File: src/phsf_pkg.sv
// Package for the PTP timing event and policing block.
// Assumes a single 100 MHz clock with a synchronous active-high reset.
package phsf_pkg;

  // ----------------------------------------------------------------
  // Field widths
  // ----------------------------------------------------------------
  localparam int MSG_TYPE_W = 4;
  localparam int BUF_IDX_W  = 2;
  localparam int EVT_CNT_W  = 16;
  localparam int CREDIT_W   = 8;

  // ----------------------------------------------------------------
  // Message type codes
  // ----------------------------------------------------------------
  localparam logic [MSG_TYPE_W-1:0] MSG_SYNC      = 4'h0;
  localparam logic [MSG_TYPE_W-1:0] MSG_FOLLOW_UP = 4'h8;

  // ----------------------------------------------------------------
  // Bandwidth policing: stream share is RATE_NUM / RATE_DEN
  // ----------------------------------------------------------------
  localparam int                    RATE_NUM   = 3;
  localparam int                    RATE_DEN   = 4;
  localparam logic [CREDIT_W-1:0]   CREDIT_MAX = 8'h10;

  // ----------------------------------------------------------------
  // Reset values
  // ----------------------------------------------------------------
  localparam logic [CREDIT_W-1:0]   CREDIT_RST = 8'h00;
  localparam logic [EVT_CNT_W-1:0]  CNT_RST    = 16'h0000;
  localparam logic [MSG_TYPE_W-1:0] TYPE_RST   = 4'h0;
  localparam logic [BUF_IDX_W-1:0]  BUF_RST    = 2'h0;

  // ----------------------------------------------------------------
  // Carriers
  // ----------------------------------------------------------------
  typedef struct packed {
    logic                  done;
    logic [MSG_TYPE_W-1:0] msg_type;
  } phsf_tx_evt_s;

  typedef struct packed {
    logic                 done;
    logic [BUF_IDX_W-1:0] buf_idx;
  } phsf_rx_evt_s;

  typedef struct packed {
    logic                  pending;
    logic                  lost;
    logic [MSG_TYPE_W-1:0] msg_type;
  } phsf_tx_stat_s;

  typedef struct packed {
    logic                 pending;
    logic                 lost;
    logic [BUF_IDX_W-1:0] buf_idx;
  } phsf_rx_stat_s;

endpackage

File: src/phsf_policer.sv
// Credit policer limiting stream bytes to a fixed share of line slots.
// Assumes one line byte slot per clock and requests from the same clock.
`timescale 1ns/1ps
module phsf_policer
  import phsf_pkg::*;
#(
  parameter int                  NUM  = RATE_NUM,
  parameter int                  DEN  = RATE_DEN,
  parameter logic [CREDIT_W-1:0] CMAX = CREDIT_MAX
)(
  input  wire logic clk_i,
  input  wire logic rst_i,
  input  wire logic av_valid_i,
  output logic      av_grant_o
);
  import phsf_pkg::*;

  localparam logic signed [CREDIT_W:0] ADD_C = (CREDIT_W+1)'(NUM);
  localparam logic signed [CREDIT_W:0] SUB_C = (CREDIT_W+1)'(DEN);
  localparam logic signed [CREDIT_W:0] MAX_C = {1'b0, CMAX};

  logic signed [CREDIT_W:0] credit_ff;
  logic signed [CREDIT_W:0] nxt_credit;
  logic                     grant_ff;
  logic                     nxt_grant;
  logic signed [CREDIT_W:0] sum;

  // ----------------------------------------------------------------
  // Credit update: gain NUM per slot, pay DEN per byte sent
  // ----------------------------------------------------------------
  always_comb
  begin
    sum = credit_ff + ADD_C;
    if (av_valid_i && grant_ff)
      sum = sum - SUB_C;
    nxt_credit = (sum > MAX_C) ? MAX_C : sum;
    nxt_grant  = (nxt_credit >= 0);
  end

  // Registers
  always_ff @(posedge clk_i)
  begin
    if (rst_i)
    begin
      credit_ff <= {1'b0, CREDIT_RST};
      grant_ff  <= 1'b0;
    end
    else
    begin
      credit_ff <= nxt_credit;
      grant_ff  <= nxt_grant;
    end
  end

  assign av_grant_o = grant_ff;

endmodule

File: src/phsf_core.sv
// Timing event status and interrupt logic of the bridging endpoint,
// with stream bandwidth policing.
// Assumes events, read strobes and stream requests come from logic
// on clk_i; the host services interrupts one at a time.
// Event counters wrap; status words hold until the next read.
// An event in the cycle of a read wins: the interrupt stays up.
`timescale 1ns/1ps
module phsf_core
  import phsf_pkg::*;
(
  input  wire logic                          clk_i,
  input  wire logic                          rst_i,
  input  wire phsf_pkg::phsf_tx_evt_s        tx_evt_i,
  input  wire phsf_pkg::phsf_rx_evt_s        rx_evt_i,
  input  wire logic                          tx_stat_rd_i,
  input  wire logic                          rx_stat_rd_i,
  input  wire logic                          av_valid_i,
  output logic                               irq_tx_o,
  output logic                               irq_rx_o,
  output phsf_pkg::phsf_tx_stat_s            tx_stat_o,
  output phsf_pkg::phsf_rx_stat_s            rx_stat_o,
  output logic                               tx_stat_vld_o,
  output logic                               rx_stat_vld_o,
  output logic [phsf_pkg::EVT_CNT_W-1:0]     tx_cnt_o,
  output logic [phsf_pkg::EVT_CNT_W-1:0]     rx_cnt_o,
  output logic                               av_grant_o
);
  import phsf_pkg::*;

  // ----------------------------------------------------------------
  // Transmit side state
  // ----------------------------------------------------------------
  // Pending and lost flags, last message type
  logic                  tx_pend_ff;
  logic                  nxt_tx_pend;
  logic                  tx_lost_ff;
  logic                  nxt_tx_lost;
  logic [MSG_TYPE_W-1:0] tx_type_ff;
  logic [MSG_TYPE_W-1:0] nxt_tx_type;
  // Held read word and its valid pulse
  phsf_tx_stat_s         tx_rdat_ff;
  phsf_tx_stat_s         nxt_tx_rdat;
  logic                  tx_rvld_ff;
  logic                  nxt_tx_rvld;
  // Transmitted PTP frame counter
  logic [EVT_CNT_W-1:0]  tx_cnt_ff;
  logic [EVT_CNT_W-1:0]  nxt_tx_cnt;

  // ----------------------------------------------------------------
  // Receive side state
  // ----------------------------------------------------------------
  // Pending and lost flags, last buffer index
  logic                  rx_pend_ff;
  logic                  nxt_rx_pend;
  logic                  rx_lost_ff;
  logic                  nxt_rx_lost;
  logic [BUF_IDX_W-1:0]  rx_buf_ff;
  logic [BUF_IDX_W-1:0]  nxt_rx_buf;
  // Held read word and its valid pulse
  phsf_rx_stat_s         rx_rdat_ff;
  phsf_rx_stat_s         nxt_rx_rdat;
  logic                  rx_rvld_ff;
  logic                  nxt_rx_rvld;
  // Received PTP frame counter
  logic [EVT_CNT_W-1:0]  rx_cnt_ff;
  logic [EVT_CNT_W-1:0]  nxt_rx_cnt;

  // ----------------------------------------------------------------
  // Transmit status and interrupt
  // ----------------------------------------------------------------
  // New event sets pending; a read clears it; set wins over clear
  always_comb
  begin
    nxt_tx_pend = tx_pend_ff;
    nxt_tx_lost = tx_lost_ff;
    nxt_tx_type = tx_type_ff;
    nxt_tx_cnt  = tx_cnt_ff;
    nxt_tx_rdat = tx_rdat_ff;
    nxt_tx_rvld = tx_stat_rd_i;
    // Read takes the state as it stood, then clears it
    if (tx_stat_rd_i)
    begin
      nxt_tx_rdat = '{pending: tx_pend_ff, lost: tx_lost_ff, msg_type: tx_type_ff};
      nxt_tx_pend = 1'b0;
      nxt_tx_lost = 1'b0;
    end
    // Event comes after the read so that the set wins
    if (tx_evt_i.done)
    begin
      if (tx_pend_ff && !tx_stat_rd_i)
        nxt_tx_lost = 1'b1;                        // Overwrote unread status
      nxt_tx_pend = 1'b1;
      nxt_tx_type = tx_evt_i.msg_type;
      nxt_tx_cnt  = tx_cnt_ff + 16'h0001;
    end
  end

  // Transmit registers
  // Reset clears status, counter and the held read word
  always_ff @(posedge clk_i)
  begin
    if (rst_i)
    begin
      tx_pend_ff <= 1'b0;
      tx_lost_ff <= 1'b0;
      tx_type_ff <= TYPE_RST;
      tx_cnt_ff  <= CNT_RST;
      tx_rdat_ff <= '0;
      tx_rvld_ff <= 1'b0;
    end
    else
    begin
      tx_pend_ff <= nxt_tx_pend;
      tx_lost_ff <= nxt_tx_lost;
      tx_type_ff <= nxt_tx_type;
      tx_cnt_ff  <= nxt_tx_cnt;
      tx_rdat_ff <= nxt_tx_rdat;
      tx_rvld_ff <= nxt_tx_rvld;
    end
  end

  // ----------------------------------------------------------------
  // Receive status and interrupt
  // ----------------------------------------------------------------
  // Same scheme as transmit; buffer index replaces message type
  always_comb
  begin
    nxt_rx_pend = rx_pend_ff;
    nxt_rx_lost = rx_lost_ff;
    nxt_rx_buf  = rx_buf_ff;
    nxt_rx_cnt  = rx_cnt_ff;
    nxt_rx_rdat = rx_rdat_ff;
    nxt_rx_rvld = rx_stat_rd_i;
    // Read takes the state as it stood, then clears it
    if (rx_stat_rd_i)
    begin
      nxt_rx_rdat = '{pending: rx_pend_ff, lost: rx_lost_ff, buf_idx: rx_buf_ff};
      nxt_rx_pend = 1'b0;
      nxt_rx_lost = 1'b0;
    end
    // Event comes after the read so that the set wins
    if (rx_evt_i.done)
    begin
      if (rx_pend_ff && !rx_stat_rd_i)
        nxt_rx_lost = 1'b1;                        // Overwrote unread status
      nxt_rx_pend = 1'b1;
      nxt_rx_buf  = rx_evt_i.buf_idx;
      nxt_rx_cnt  = rx_cnt_ff + 16'h0001;
    end
  end

  // Receive registers
  // Reset clears status, counter and the held read word
  always_ff @(posedge clk_i)
  begin
    if (rst_i)
    begin
      rx_pend_ff <= 1'b0;
      rx_lost_ff <= 1'b0;
      rx_buf_ff  <= BUF_RST;
      rx_cnt_ff  <= CNT_RST;
      rx_rdat_ff <= '0;
      rx_rvld_ff <= 1'b0;
    end
    else
    begin
      rx_pend_ff <= nxt_rx_pend;
      rx_lost_ff <= nxt_rx_lost;
      rx_buf_ff  <= nxt_rx_buf;
      rx_cnt_ff  <= nxt_rx_cnt;
      rx_rdat_ff <= nxt_rx_rdat;
      rx_rvld_ff <= nxt_rx_rvld;
    end
  end

  // ----------------------------------------------------------------
  // Stream bandwidth policing
  // ----------------------------------------------------------------
  // Grant comes registered out of the policer
  // Credit is signed: a granted byte may overdraw it by one,
  // which then holds the grant low for a single slot
  phsf_policer #(
    .NUM  (RATE_NUM),
    .DEN  (RATE_DEN),
    .CMAX (CREDIT_MAX)
  ) u_policer (
    .clk_i      (clk_i),
    .rst_i      (rst_i),
    .av_valid_i (av_valid_i),
    .av_grant_o (av_grant_o)
  );

  // ----------------------------------------------------------------
  // Outputs, all straight from flip-flops
  // ----------------------------------------------------------------
  // Interrupts follow the pending flags
  assign irq_tx_o      = tx_pend_ff;
  assign irq_rx_o      = rx_pend_ff;

  // Held read words and their valid pulses
  assign tx_stat_o     = tx_rdat_ff;
  assign rx_stat_o     = rx_rdat_ff;
  assign tx_stat_vld_o = tx_rvld_ff;
  assign rx_stat_vld_o = rx_rvld_ff;

  // Event counters
  assign tx_cnt_o      = tx_cnt_ff;
  assign rx_cnt_o      = rx_cnt_ff;

endmodule

File: config.mk
export PLATFORM = sky130hd
export DESIGN_NAME = phsf_core
export DESIGN_NICKNAME = d
export VERILOG_FILES = /design/src/phsf_pkg.sv /design/src/phsf_policer.sv /design/src/phsf_core.sv
export SDC_FILE = /design/constraint.sdc
export NUM_CORES = 1
export LEC_CHECK = 0
export ABC_AREA = 0
export BUFFER_PORTS_ARGS = -buffer_cell sky130_fd_sc_hd__clkbuf_2
export CORE_ASPECT_RATIO = 1.25
export CORE_MARGIN = 5
export CORE_UTILIZATION = 50
export DETAILED_ROUTE_END_ITERATION = 10
export PLACE_DENSITY = 0.74
export SLEW_MARGIN = 10
export SYNTH_ARGS = -nofsm -noshare
export SYNTH_HDL_FRONTEND = slang
export SYNTH_HIERARCHICAL = 1
export SYNTH_SLANG_ARGS = --single-unit
File: constraint.sdc
create_clock -name clk_i -period 2.6 [get_ports clk_i]
set_input_delay 0.52 -clock clk_i [delete_from_list [all_inputs] [get_ports clk_i]]
set_output_delay 0.52 -clock clk_i [all_outputs]
set_load 0.05 [all_outputs]
==> run_results.csv, run 1 <==
group,metric,value,unit
final_layout,area_growth,18.3,%
synthesis,synth_seq_area_share,0.439,
detailed_routing,first_pass_iters,4,
global_route,grt_pass1_wl,9.98,mm
critical_path,worstPathArrival,2.58,ns
synthesis,yosysWarnings,6,
synthesis,ys_async_sr_fraction,0,
clocking,cts_tree,"built",
min_path,hold_depth,3,
synthesis,ys_top_cells_by_count,"dfxtp_1 (64), nor2_1 (60), xnor2_1 (24)",
detailed_routing,wirelength,5.89,mm
critical_path,path_delay_family,"compound AO/OA/AOI/OAI gates",
critical_path,path_cells,"inv_1 > ha_1 > xnor2_1 > inv_1 > ha_1 > a31o_2 > a21oi_1 > a221oi_2 > o21ai_2 > a211oi_1",
clocking,cts_sinks,64,
critical_path,path_buf_inv,2,
timing,final_max_slew_viol_count,0,
die,die_x,78.3,µm
final_layout,utilization,0.601,
clocking,hold_buffers,0,
timing,rsz0062_at_grt,"no",
timing,setup_tns,0,ns
min_path,min_from,"tx_evt_i[0]",
die,design.die.area,7480,µm²
timing,fin_skew,0.00523,ns
synthesis,yosysTopAreaCell,"dfxtp_1",
placement,hpwlAfterDp,4.20,mm
final_layout,seq_area,1280,µm²
critical_path,r2r_slack,0.24,ns
critical_path,crit_cells,10,
final_layout,diodes,0,
critical_path,rr_endpoint,"u_policer/credit_ff[3]$_SDFF_PP0_",
final_layout,multiInputGateArea,1550,µm²
critical_path,rr_worst_depth,10,
timing,hold_viol,0,
job,cap_violations,0,
synthesis,syn_inst,316,
critical_path,critPathCaptureType,"flop",
synthesis,synth_area_per_cell,9.24,µm²
detailed_routing,wl_per_cell,13.2,µm
detailed_routing,drc,0,
final_layout,finalNonFillerCells,446,
power_and_ir_drop,p_leak,1.48,nW
synthesis,synth_cell_types,48,
die,start_util,0.509,
timing,relSlewSlack,0.533,
timing,min_period,2.36,ns
run_status,status,"finished, final reports clean",
final_layout,fillers,551,
global_route,antenna_found_initial,0,
clocking,clk_path_buf_depth,2,
synthesis,ys.flop_type,"dfxtp_1",
power_and_ir_drop,vdd_ir_drop_max,0.565,mV
placement,gp_congestion,0.855,
timing,tightest_slew,0.700,ns
synthesis,synth_area,2920,µm²
min_path,min_to,"tx_type_ff[0]$_SDFFE_PP0P_",
die,io_pins,60,
critical_path,criticalPathCategory,"flop to flop",
critical_path,crit_path_start_kind,"flop",
clocking,cts_root_buf,"clkbuf_8",
critical_path,cp_max_fo,7,
die,die_h,95.4,µm
final_layout,fin_nets,394,
final_layout,drive_gt1_frac,0.250,
detailed_routing,vias_per_cell,5.42,
synthesis,synth_top_cells_by_area,"dfxtp_1 (44%), nor2_1 (7.7%), xnor2_1 (7.2%)",
critical_path,reg2reg_from,"u_policer/credit_ff[1]$_SDFF_PP0_",
clocking,clk_pin_slew,0.07,ns
synthesis,synth_nets,334,
global_route,track_usage,0.168,
detailed_routing,num_vias,2416,
synthesis,yosysMostFrequentCell,"dfxtp_1",
die,rows,31,
timing,setup_viol,0,
timing,max_freq,425,MHz
detailed_routing,drt_first_iter_violations,104,
placement,dp_cells,431,
global_route,overflow,0,
critical_path,critPathMaxStageDelay,0.40,ns
critical_path,required,2.83,ns
min_path,hp-class,"input port to flop",
placement,place.port_buffers,59,
critical_path,cpMaxStageDelayCell,"dfxtp_1",
timing,finalCritPeriodShare,0.906,
clocking,numCtsBuffers,9,
detailed_routing,ant_nets,0,
synthesis,ys_ff_latch,64,
power_and_ir_drop,p_per_area,744,nW/µm²
synthesis,synth_edf_count,0,
synthesis,synth.top_cell.area_share,0.439,
global_route,grt_pass1_vias,2312,
clocking,clock_latency,0.32,ns
global_route,grt_max_degree,36,
power_and_ir_drop,p_total,2.57,mW
die,core_area,5740,µm²
clocking,h-tree-depth,3,
-- tightest hold or removal path, cell delays in order --
cell      delay [ns]
clkbuf_2        0.07
mux2i_1         0.05
nor2_1          0.07
-- cell type report --
cell class,instances,area share
clock inverters,3,0.00507
flip-flops and latches,64,0.372
repair buffers,61,0.0935
multi-input cells,230,0.450
well taps,66,0.0239
inverters,10,0.0109
clock buffers,12,0.0449
-- layout by cell type, fill, tap and decap left out, drive strengths merged, types with 5 or more instances in the layout --
cell type,count
a21oi,10
or3,5
xnor2,24
nor3,9
inv,10
nand3,11
clkbuf,71
dfxtp,64
nor4,9
nand4,12
nand2,14
o21ai,8
mux2i,18
xor2,12
ha,5
a211oi,5
nor2,60
-- power breakdown --
part	leakage [nW]	total [mW]	switching (mW)	internal, mW
Combinational	0.871	0.690	0.411	0.279
Clock	0.0882	0.752	0.362	0.390
Sequential	0.521	1.13	0.0815	1.05
Total	1.48	2.57	0.854	1.72
-- logic make-up (layout without fill, tap and decap cells) --
family	count (synthesis)	count (layout)	synth area share
xor+xnor	36	36	0.113
buf+inv	22	86	0.0300
simple gates	135	135	0.243
mux	22	22	0.0772
compound gates	32	32	0.0767
flops	64	64	0.439
fa+ha+maj	5	5	0.0214
-- state kept, by name (all words and copies together), names as in the netlist --
name	cells
tx_lost_ff	1
irq_rx_o	1
rx_stat_o	4
rx_buf_ff	2
irq_tx_o	1
u_policer/credit_ff	9
tx_stat_o	6
u_policer/av_grant_o	1
tx_stat_vld_o	1
tx_type_ff	4
rx_stat_vld_o	1
rx_cnt_o	16
rx_lost_ff	1
tx_cnt_o	16
-- layer usage --
| metal | track usage | up-vias | wire length [µm] |
|---|---|---|---|
| met5 | 0 | - | 0 |
| met4 | 0.101 | 0 | 133 |
| met3 | 0.0454 | 12 | 285 |
| met2 | 0.277 | 51 | 2820 |
| met1 | 0.194 | 1138 | 2650 |
| li1 | - | 1215 | - |
-- stage by stage --
step / hold slack [ns] / instance area, µm² / setup slack (ns)
after global routing: 0.428 / 3450 / 0.00489
final: 0.429 / 3450 / 0.245
after detailed placement: 0.485 / 3270 / 0.159
after global placement: 0.472 / 3270 / 0.294
after CTS: 0.419 / 3450 / 0.148
after floorplan: 0.460 / 2920 / 0.320
-- what timing repair did --
action	CTS	global route
gates resized for setup	0	2
endpoints found under the setup margin	0	4
buffers inserted	0	0
-- worst max path at each step --
stage                                           start                           endpoint
floorplan           u_policer/credit_ff[0]$_SDFF_PP0_  u_policer/credit_ff[0]$_SDFF_PP0_
global placement    u_policer/credit_ff[0]$_SDFF_PP0_  u_policer/credit_ff[0]$_SDFF_PP0_
detailed placement  u_policer/credit_ff[0]$_SDFF_PP0_  u_policer/credit_ff[3]$_SDFF_PP0_
CTS                 u_policer/credit_ff[0]$_SDFF_PP0_  u_policer/credit_ff[1]$_SDFF_PP0_
global route        u_policer/credit_ff[1]$_SDFF_PP0_  u_policer/credit_ff[1]$_SDFF_PP0_
finish              u_policer/credit_ff[1]$_SDFF_PP0_  u_policer/credit_ff[3]$_SDFF_PP0_
No activity file was read; power rests on OpenSTA's default activity.
==> inputs of run 2 (changes only) <==
CORE_UTILIZATION = 49   (was 50)
PLACE_DENSITY = 0.75   (was 0.74)
SLEW_MARGIN = 20   (was 10)
clock period = 2.15 ns   (was 2.6 ns; I/O delays follow)
==> run 2 against run 1 <==
  * Global-route usage is 0.51 points higher
  * Via count is 0.79% higher
  * Die area is 1.8% higher
  * Non-clock buffer count is 12 higher
  * Power is 47% higher
  * Flip-flop and latch count stayed put
  * Wire length is 5.3% higher
  * Clock power is 66% higher
  * Critical path depth stayed put
  * Clock skew is 0.0059 ns higher
  * Worst setup slack worse by 0.20 ns
  * Sequential share of layout area is 2.2 points lower
  * Critical path type unchanged
  * Critical endpoint is now u_policer/credit_ff[0]$_SDFF_PP0_
  * Largest cell class unchanged
==> run_results.csv, run 2 (synthesis gave the netlist of run 1 again) <==
group,metric,value,unit
detailed_routing,wl_per_cell,13.5,µm
critical_path,reg2reg_from,"u_policer/credit_ff[0]$_SDFF_PP0_",
detailed_routing,wirelength,6.20,mm
detailed_routing,ant_nets,0,
run_status,status,"finished, final reports clean",
min_path,min_from,"rx_evt_i[1]",
global_route,grt_max_degree,31,
clocking,cts_root_buf,"clkbuf_8",
min_path,hold_depth,3,
final_layout,mostFrequentLayoutCell,"dfxtp_1",
detailed_routing,drt_first_iter_violations,115,
timing,setup_viol,0,
timing,final_max_slew_viol_count,0,
critical_path,required,2.40,ns
critical_path,worstSetupStartpoint,"u_policer/credit_ff[0]$_SDFF_PP0_",
critical_path,crit_path_start_kind,"flop",
clocking,cts_tree,"built",
timing,relSlewSlack,0.666,
clocking,h-tree-depth,3,
power_and_ir_drop,vdd_ir_drop_max,0.625,mV
timing,tightest_slew,0.500,ns
job,cap_violations,0,
timing,fin_skew,0.0111,ns
critical_path,critPathCaptureType,"flop",
clocking,clk_path_buf_depth,2,
detailed_routing,dr_wl_met3,304,µm
critical_path,cpMaxStageDelayCell,"dfxtp_4",
timing,max_freq,476,MHz
clocking,cts_sinks,64,
min_path,hp-class,"input port to flop",
die,die_x,79.0,µm
die,start_util,0.505,
timing,finalCritPeriodShare,0.978,
global_route,antenna_found_initial,0,
clocking,clk_pin_slew,0.08,ns
placement,place.port_buffers,59,
detailed_routing,wl_met1,2.82,mm
global_route,grt_pass1_wl,10.4,mm
detailed_routing,wl_met2,2.91,mm
critical_path,worstPathArrival,2.35,ns
min_path,min_to,"rx_buf_ff[1]$_SDFFE_PP0P_",
final_layout,fin_nets,406,
clocking,hold_buffers,0,
global_route,overflow,0,
detailed_routing,drc,0,
global_route,grt_pass1_vias,2344,
power_and_ir_drop,p_total,3.77,mW
critical_path,cp_max_fo,5,
critical_path,path_cells,"inv_2 > ha_4 > xnor2_2 > inv_2 > ha_4 > a31o_2 > a21oi_1 > a221oi_2 > o21ai_2 > a211oi_2",
placement,place_ws,-0.0864,ns
timing,hold_viol,0,
timing,hold_slack,0.328,ns
critical_path,rr_endpoint,"u_policer/credit_ff[0]$_SDFF_PP0_",
critical_path,critPathMaxStageDelay,0.36,ns
detailed_routing,first_pass_iters,4,
critical_path,criticalPathCategory,"flop to flop",
placement,gp_congestion,0.881,
timing,finalWorstSetupSlack,0.0483,ns
global_route,track_usage,0.173,
power_and_ir_drop,p_per_area,1030,nW/µm²
die,rows,31,
final_layout,utilization,0.637,
detailed_routing,highest_layer,"met4",
final_layout,drive_gt1_frac,0.310,
final_layout,fillers,470,
clocking,numCtsBuffers,9,
final_layout,final_cell_mix,"dfxtp_1 (61), nor2_1 (60), clkbuf_2 (59)",
placement,hpwlAfterDp,4.41,mm
critical_path,r2r_slack,0.05,ns
die,die_h,96.3,µm
clocking,clock_latency,0.34,ns
detailed_routing,num_vias,2435,
final_layout,area_growth,26.0,%
die,design.die.area,7610,µm²
timing,min_period,2.10,ns
final_layout,diodes,0,
placement,post_dp_cell_area,3340,µm²
power_and_ir_drop,p_leak,1.58,nW
die,io_pins,60,
detailed_routing,vias_per_cell,5.31,
critical_path,rr_worst_depth,10,
timing,rsz0062_at_grt,"yes",
die,core_area,5780,µm²
final_layout,stdcell_area,3680,µm²
-- run 2: cell type report --
type                    instances  area (µm²)  share of cell area
multi-input cells             230        1630               0.443
flip-flops and latches         64        1290               0.350
repair buffers                 73         400               0.109
clock inverters                 7         119              0.0323
well taps                      66        82.6              0.0224
inverters                      10        37.5              0.0102
clock buffers                   9         124              0.0337
-- run 2: critical path: cells and delay by family, from the launching register on --
kind,cells,cell delay (ns)
xor+xnor,1,0.16
fa+ha+maj,2,0.43
compound gates,5,0.96
flops,1,0.36
buf+inv,2,0.10
-- run 2: metal layers --
layer | track usage | vias up
li1 | - | 1244
met1 | 0.201 | 1117
met2 | 0.287 | 57
met3 | 0.0449 | 17
met4 | 0.100 | 0
met5 | 0 | -
-- run 2: worst max path at each step --
stage / slack [ns] / cells past startpoint / endpoint
final: 0.05 / 10 / u_policer/credit_ff[0]$_SDFF_PP0_
after global routing: -0.07 / 10 / u_policer/credit_ff[0]$_SDFF_PP0_
after CTS: 0.004 / 9 / u_policer/credit_ff[4]$_SDFF_PP0_
after detailed placement: -0.09 / 9 / u_policer/credit_ff[0]$_SDFF_PP0_
after global placement: 0.04 / 9 / u_policer/credit_ff[0]$_SDFF_PP0_
after floorplan: 0.008 / 10 / u_policer/credit_ff[0]$_SDFF_PP0_
-- run 2: metrics by stage --
step | cells | setup TNS (ns)
5_1_grt | 459 | -0.292
4_1_cts | 456 | 0
2_1_floorplan | 316 | 0
6_report | 459 | 0
3_5_place_dp | 440 | -0.210
3_3_place_gp | 440 | 0
-- run 2: repair_timing --
item | 4_1_cts | 5_1_grt
resized for setup | 5 | 13
cloned | 0 | 0
setup buffers | 0 | 3
pin swaps | 1 | 5
setup endpoints to repair | 7 | 9
-- run 2: where the power goes --
part | internal (mW) | total [mW] | switching (mW)
sequential | 1.27 | 1.35 | 0.0809
combinational | 0.545 | 1.17 | 0.626
clock | 0.772 | 1.25 | 0.480
==> inputs of run 3 (changes only) <==
CELL_PAD_IN_SITES_DETAIL_PLACEMENT = 1   (was unset)
CELL_PAD_IN_SITES_GLOBAL_PLACEMENT = 1   (was unset)
CORE_UTILIZATION = 37   (was 49)
PLACE_DENSITY = unset   (was 0.75)
PLACE_DENSITY_LB_ADDON = 0.1   (was unset)
==> run 3 against run 2 <==
  * Clock power decreased by 16%
  * Clock skew is 0.0049 ns lower
  * Cell area increased by 4.0%
  * Register-to-register slack got worse by 0.03 ns
  * Largest power group is now combinational logic
  * Critical path depth unchanged
  * Via count is 1.6% higher
  * Count of clock-buffer cells in the layout stayed put
  * Sequential power barely moved
  * Core utilization is 14 points lower
  * Highest routed layer unchanged
  * Non-clock buffer count up 12
  * Hold slack worse by 0.0062 ns
  * Maximum frequency down 1.6%
==> run_results.csv, run 3 (synthesis gave the netlist of run 1 again) <==
group,metric,value,unit
final_layout,stdcell_area,3830,µm²
critical_path,cp_common_cell,"ha_4",
final_layout,drive_gt1_frac,0.341,
critical_path,reg2reg_from,"u_policer/credit_ff[0]$_SDFF_PP0_",
final_layout,mostFrequentLayoutCell,"dfxtp_1",
global_route,overflow,0,
placement,place_ws,-0.0669,ns
die,core_area,7750,µm²
clocking,cts_tree,"built",
critical_path,crit_path_start_kind,"flop",
critical_path,path_delay_family,"compound AO/OA/AOI/OAI gates",
critical_path,worstPathArrival,2.39,ns
die,design.die.area,9780,µm²
critical_path,path_buf_inv,2,
final_layout,fin_nets,418,
detailed_routing,vias_per_cell,4.95,
power_and_ir_drop,p_per_area,998,nW/µm²
critical_path,critPathMaxStageDelay,0.37,ns
detailed_routing,drt_first_iter_violations,57,
final_layout,area_growth,31.1,%
die,die_h,109,µm
clocking,numCtsBuffers,9,
critical_path,criticalPathCategory,"flop to flop",
timing,fin_skew,0.00617,ns
timing,setup_tns,0,ns
detailed_routing,num_vias,2474,
timing,min_period,2.14,ns
critical_path,cpMaxStageDelayCell,"dfxtp_4",
clocking,clock_latency,0.34,ns
global_route,grt_max_degree,29,
timing,hold_viol,0,
critical_path,critPathCaptureType,"flop",
timing,rsz0062_at_grt,"yes",
timing,max_freq,468,MHz
final_layout,final_cell_mix,"dfxtp_1 (61), nor2_1 (60), clkbuf_2 (59)",
timing,final_max_slew_viol_count,0,
detailed_routing,first_pass_iters,4,
critical_path,path_cells,"inv_4 > ha_4 > xnor2_4 > inv_2 > ha_4 > a31o_4 > a21oi_2 > a221oi_2 > o21ai_2 > a211oi_1",
clocking,hold_buffers,0,
clocking,cts_sinks,64,
global_route,antenna_found_initial,0,
placement,hpwlAfterDp,5.22,mm
run_status,status,"finished, final reports clean",
clocking,h-tree-depth,3,
global_route,grt_pass1_vias,2569,
die,start_util,0.377,
timing,tightest_slew,0.569,ns
min_path,min_from,"rx_evt_i[0]",
global_route,grt_pass1_wl,12.2,mm
critical_path,required,2.40,ns
placement,place.port_buffers,59,
detailed_routing,wirelength,7.44,mm
critical_path,r2r_slack,0.01,ns
power_and_ir_drop,p_leak,1.62,nW
clocking,cts_root_buf,"clkbuf_8",
die,rows,36,
critical_path,cp_max_fo,4,
job,cap_violations,0,
global_route,track_usage,0.159,
timing,hold_slack,0.322,ns
clocking,clk_pin_slew,0.08,ns
min_path,hp-class,"input port to flop",
die,io_pins,60,
critical_path,rr_worst_depth,10,
detailed_routing,drc,0,
critical_path,rr_endpoint,"u_policer/credit_ff[1]$_SDFF_PP0_",
placement,gp_congestion,0.714,
clocking,clk_path_buf_depth,2,
timing,setup_viol,0,
placement,post_dp_cell_area,3390,µm²
detailed_routing,ant_nets,0,
power_and_ir_drop,vdd_ir_drop_max,0.728,mV
die,die_x,89.4,µm
timing,finalCritPeriodShare,0.993,
final_layout,diodes,0,
timing,relSlewSlack,0.621,
detailed_routing,wl_per_cell,14.9,µm
min_path,min_to,"rx_buf_ff[0]$_SDFFE_PP0P_",
min_path,hold_depth,3,
timing,finalWorstSetupSlack,0.0140,ns
-- run 3: worst max-delay path by stage --
stage	slack, ns	start	cells past startpoint	end
floorplan	0.008	u_policer/credit_ff[1]$_SDFF_PP0_	10	u_policer/credit_ff[0]$_SDFF_PP0_
global placement	-0.02	u_policer/credit_ff[1]$_SDFF_PP0_	9	u_policer/credit_ff[0]$_SDFF_PP0_
detailed placement	-0.07	u_policer/credit_ff[0]$_SDFF_PP0_	10	u_policer/credit_ff[0]$_SDFF_PP0_
CTS	0.005	u_policer/credit_ff[0]$_SDFF_PP0_	10	u_policer/credit_ff[2]$_SDFF_PP0_
global route	-0.06	u_policer/credit_ff[0]$_SDFF_PP0_	10	u_policer/credit_ff[1]$_SDFF_PP0_
finish	0.01	u_policer/credit_ff[0]$_SDFF_PP0_	10	u_policer/credit_ff[1]$_SDFF_PP0_
-- run 3: tightest hold or removal path, cell delays in order --
cell and delay [ns]:
clkbuf_2 0.08, mux2i_1 0.06, nor2_1 0.07
-- run 3: what timing repair did --
action / in CTS / in global routing
pin swaps: 4 / 13
buffers inserted: 5 / 9
setup endpoints to repair: 4 / 10
resized for setup: 6 / 21
-- run 3: per-stage QoR --
stage                      util  cells  power (mW)
final                     0.494    500        3.82
after global routing      0.494    500        4.04
after global placement    0.438    471        2.35
after floorplan               -    316        2.03
after CTS                 0.472    492        3.56
after detailed placement  0.438    471        2.36
-- run 3: power by group --
group / internal [mW] / switching, mW
clock: 0.547 / 0.508
sequential: 1.27 / 0.0935
combinational: 0.689 / 0.715
total: 2.50 / 1.32
-- run 3: layout make-up --
type / instances / area [µm²]
clock buffer: 9 / 124
clock inverter: 7 / 80.1
fill: 941 / 3920
inverter: 10 / 40.0
multi-input combinational: 230 / 1680
sequential: 64 / 1290
tap: 95 / 119
timing repair buffer: 85 / 494
-- run 3: metal layers --
metal | GRT usage | vias up | share of wire
met1 | 0.191 | 1168 | 0.44
met2 | 0.262 | 38 | 0.51
met3 | 0.0435 | 10 | 0.039
li1 | - | 1258 | -
met4 | 0.0734 | 0 | 0.015
met5 | 0 | - | 0
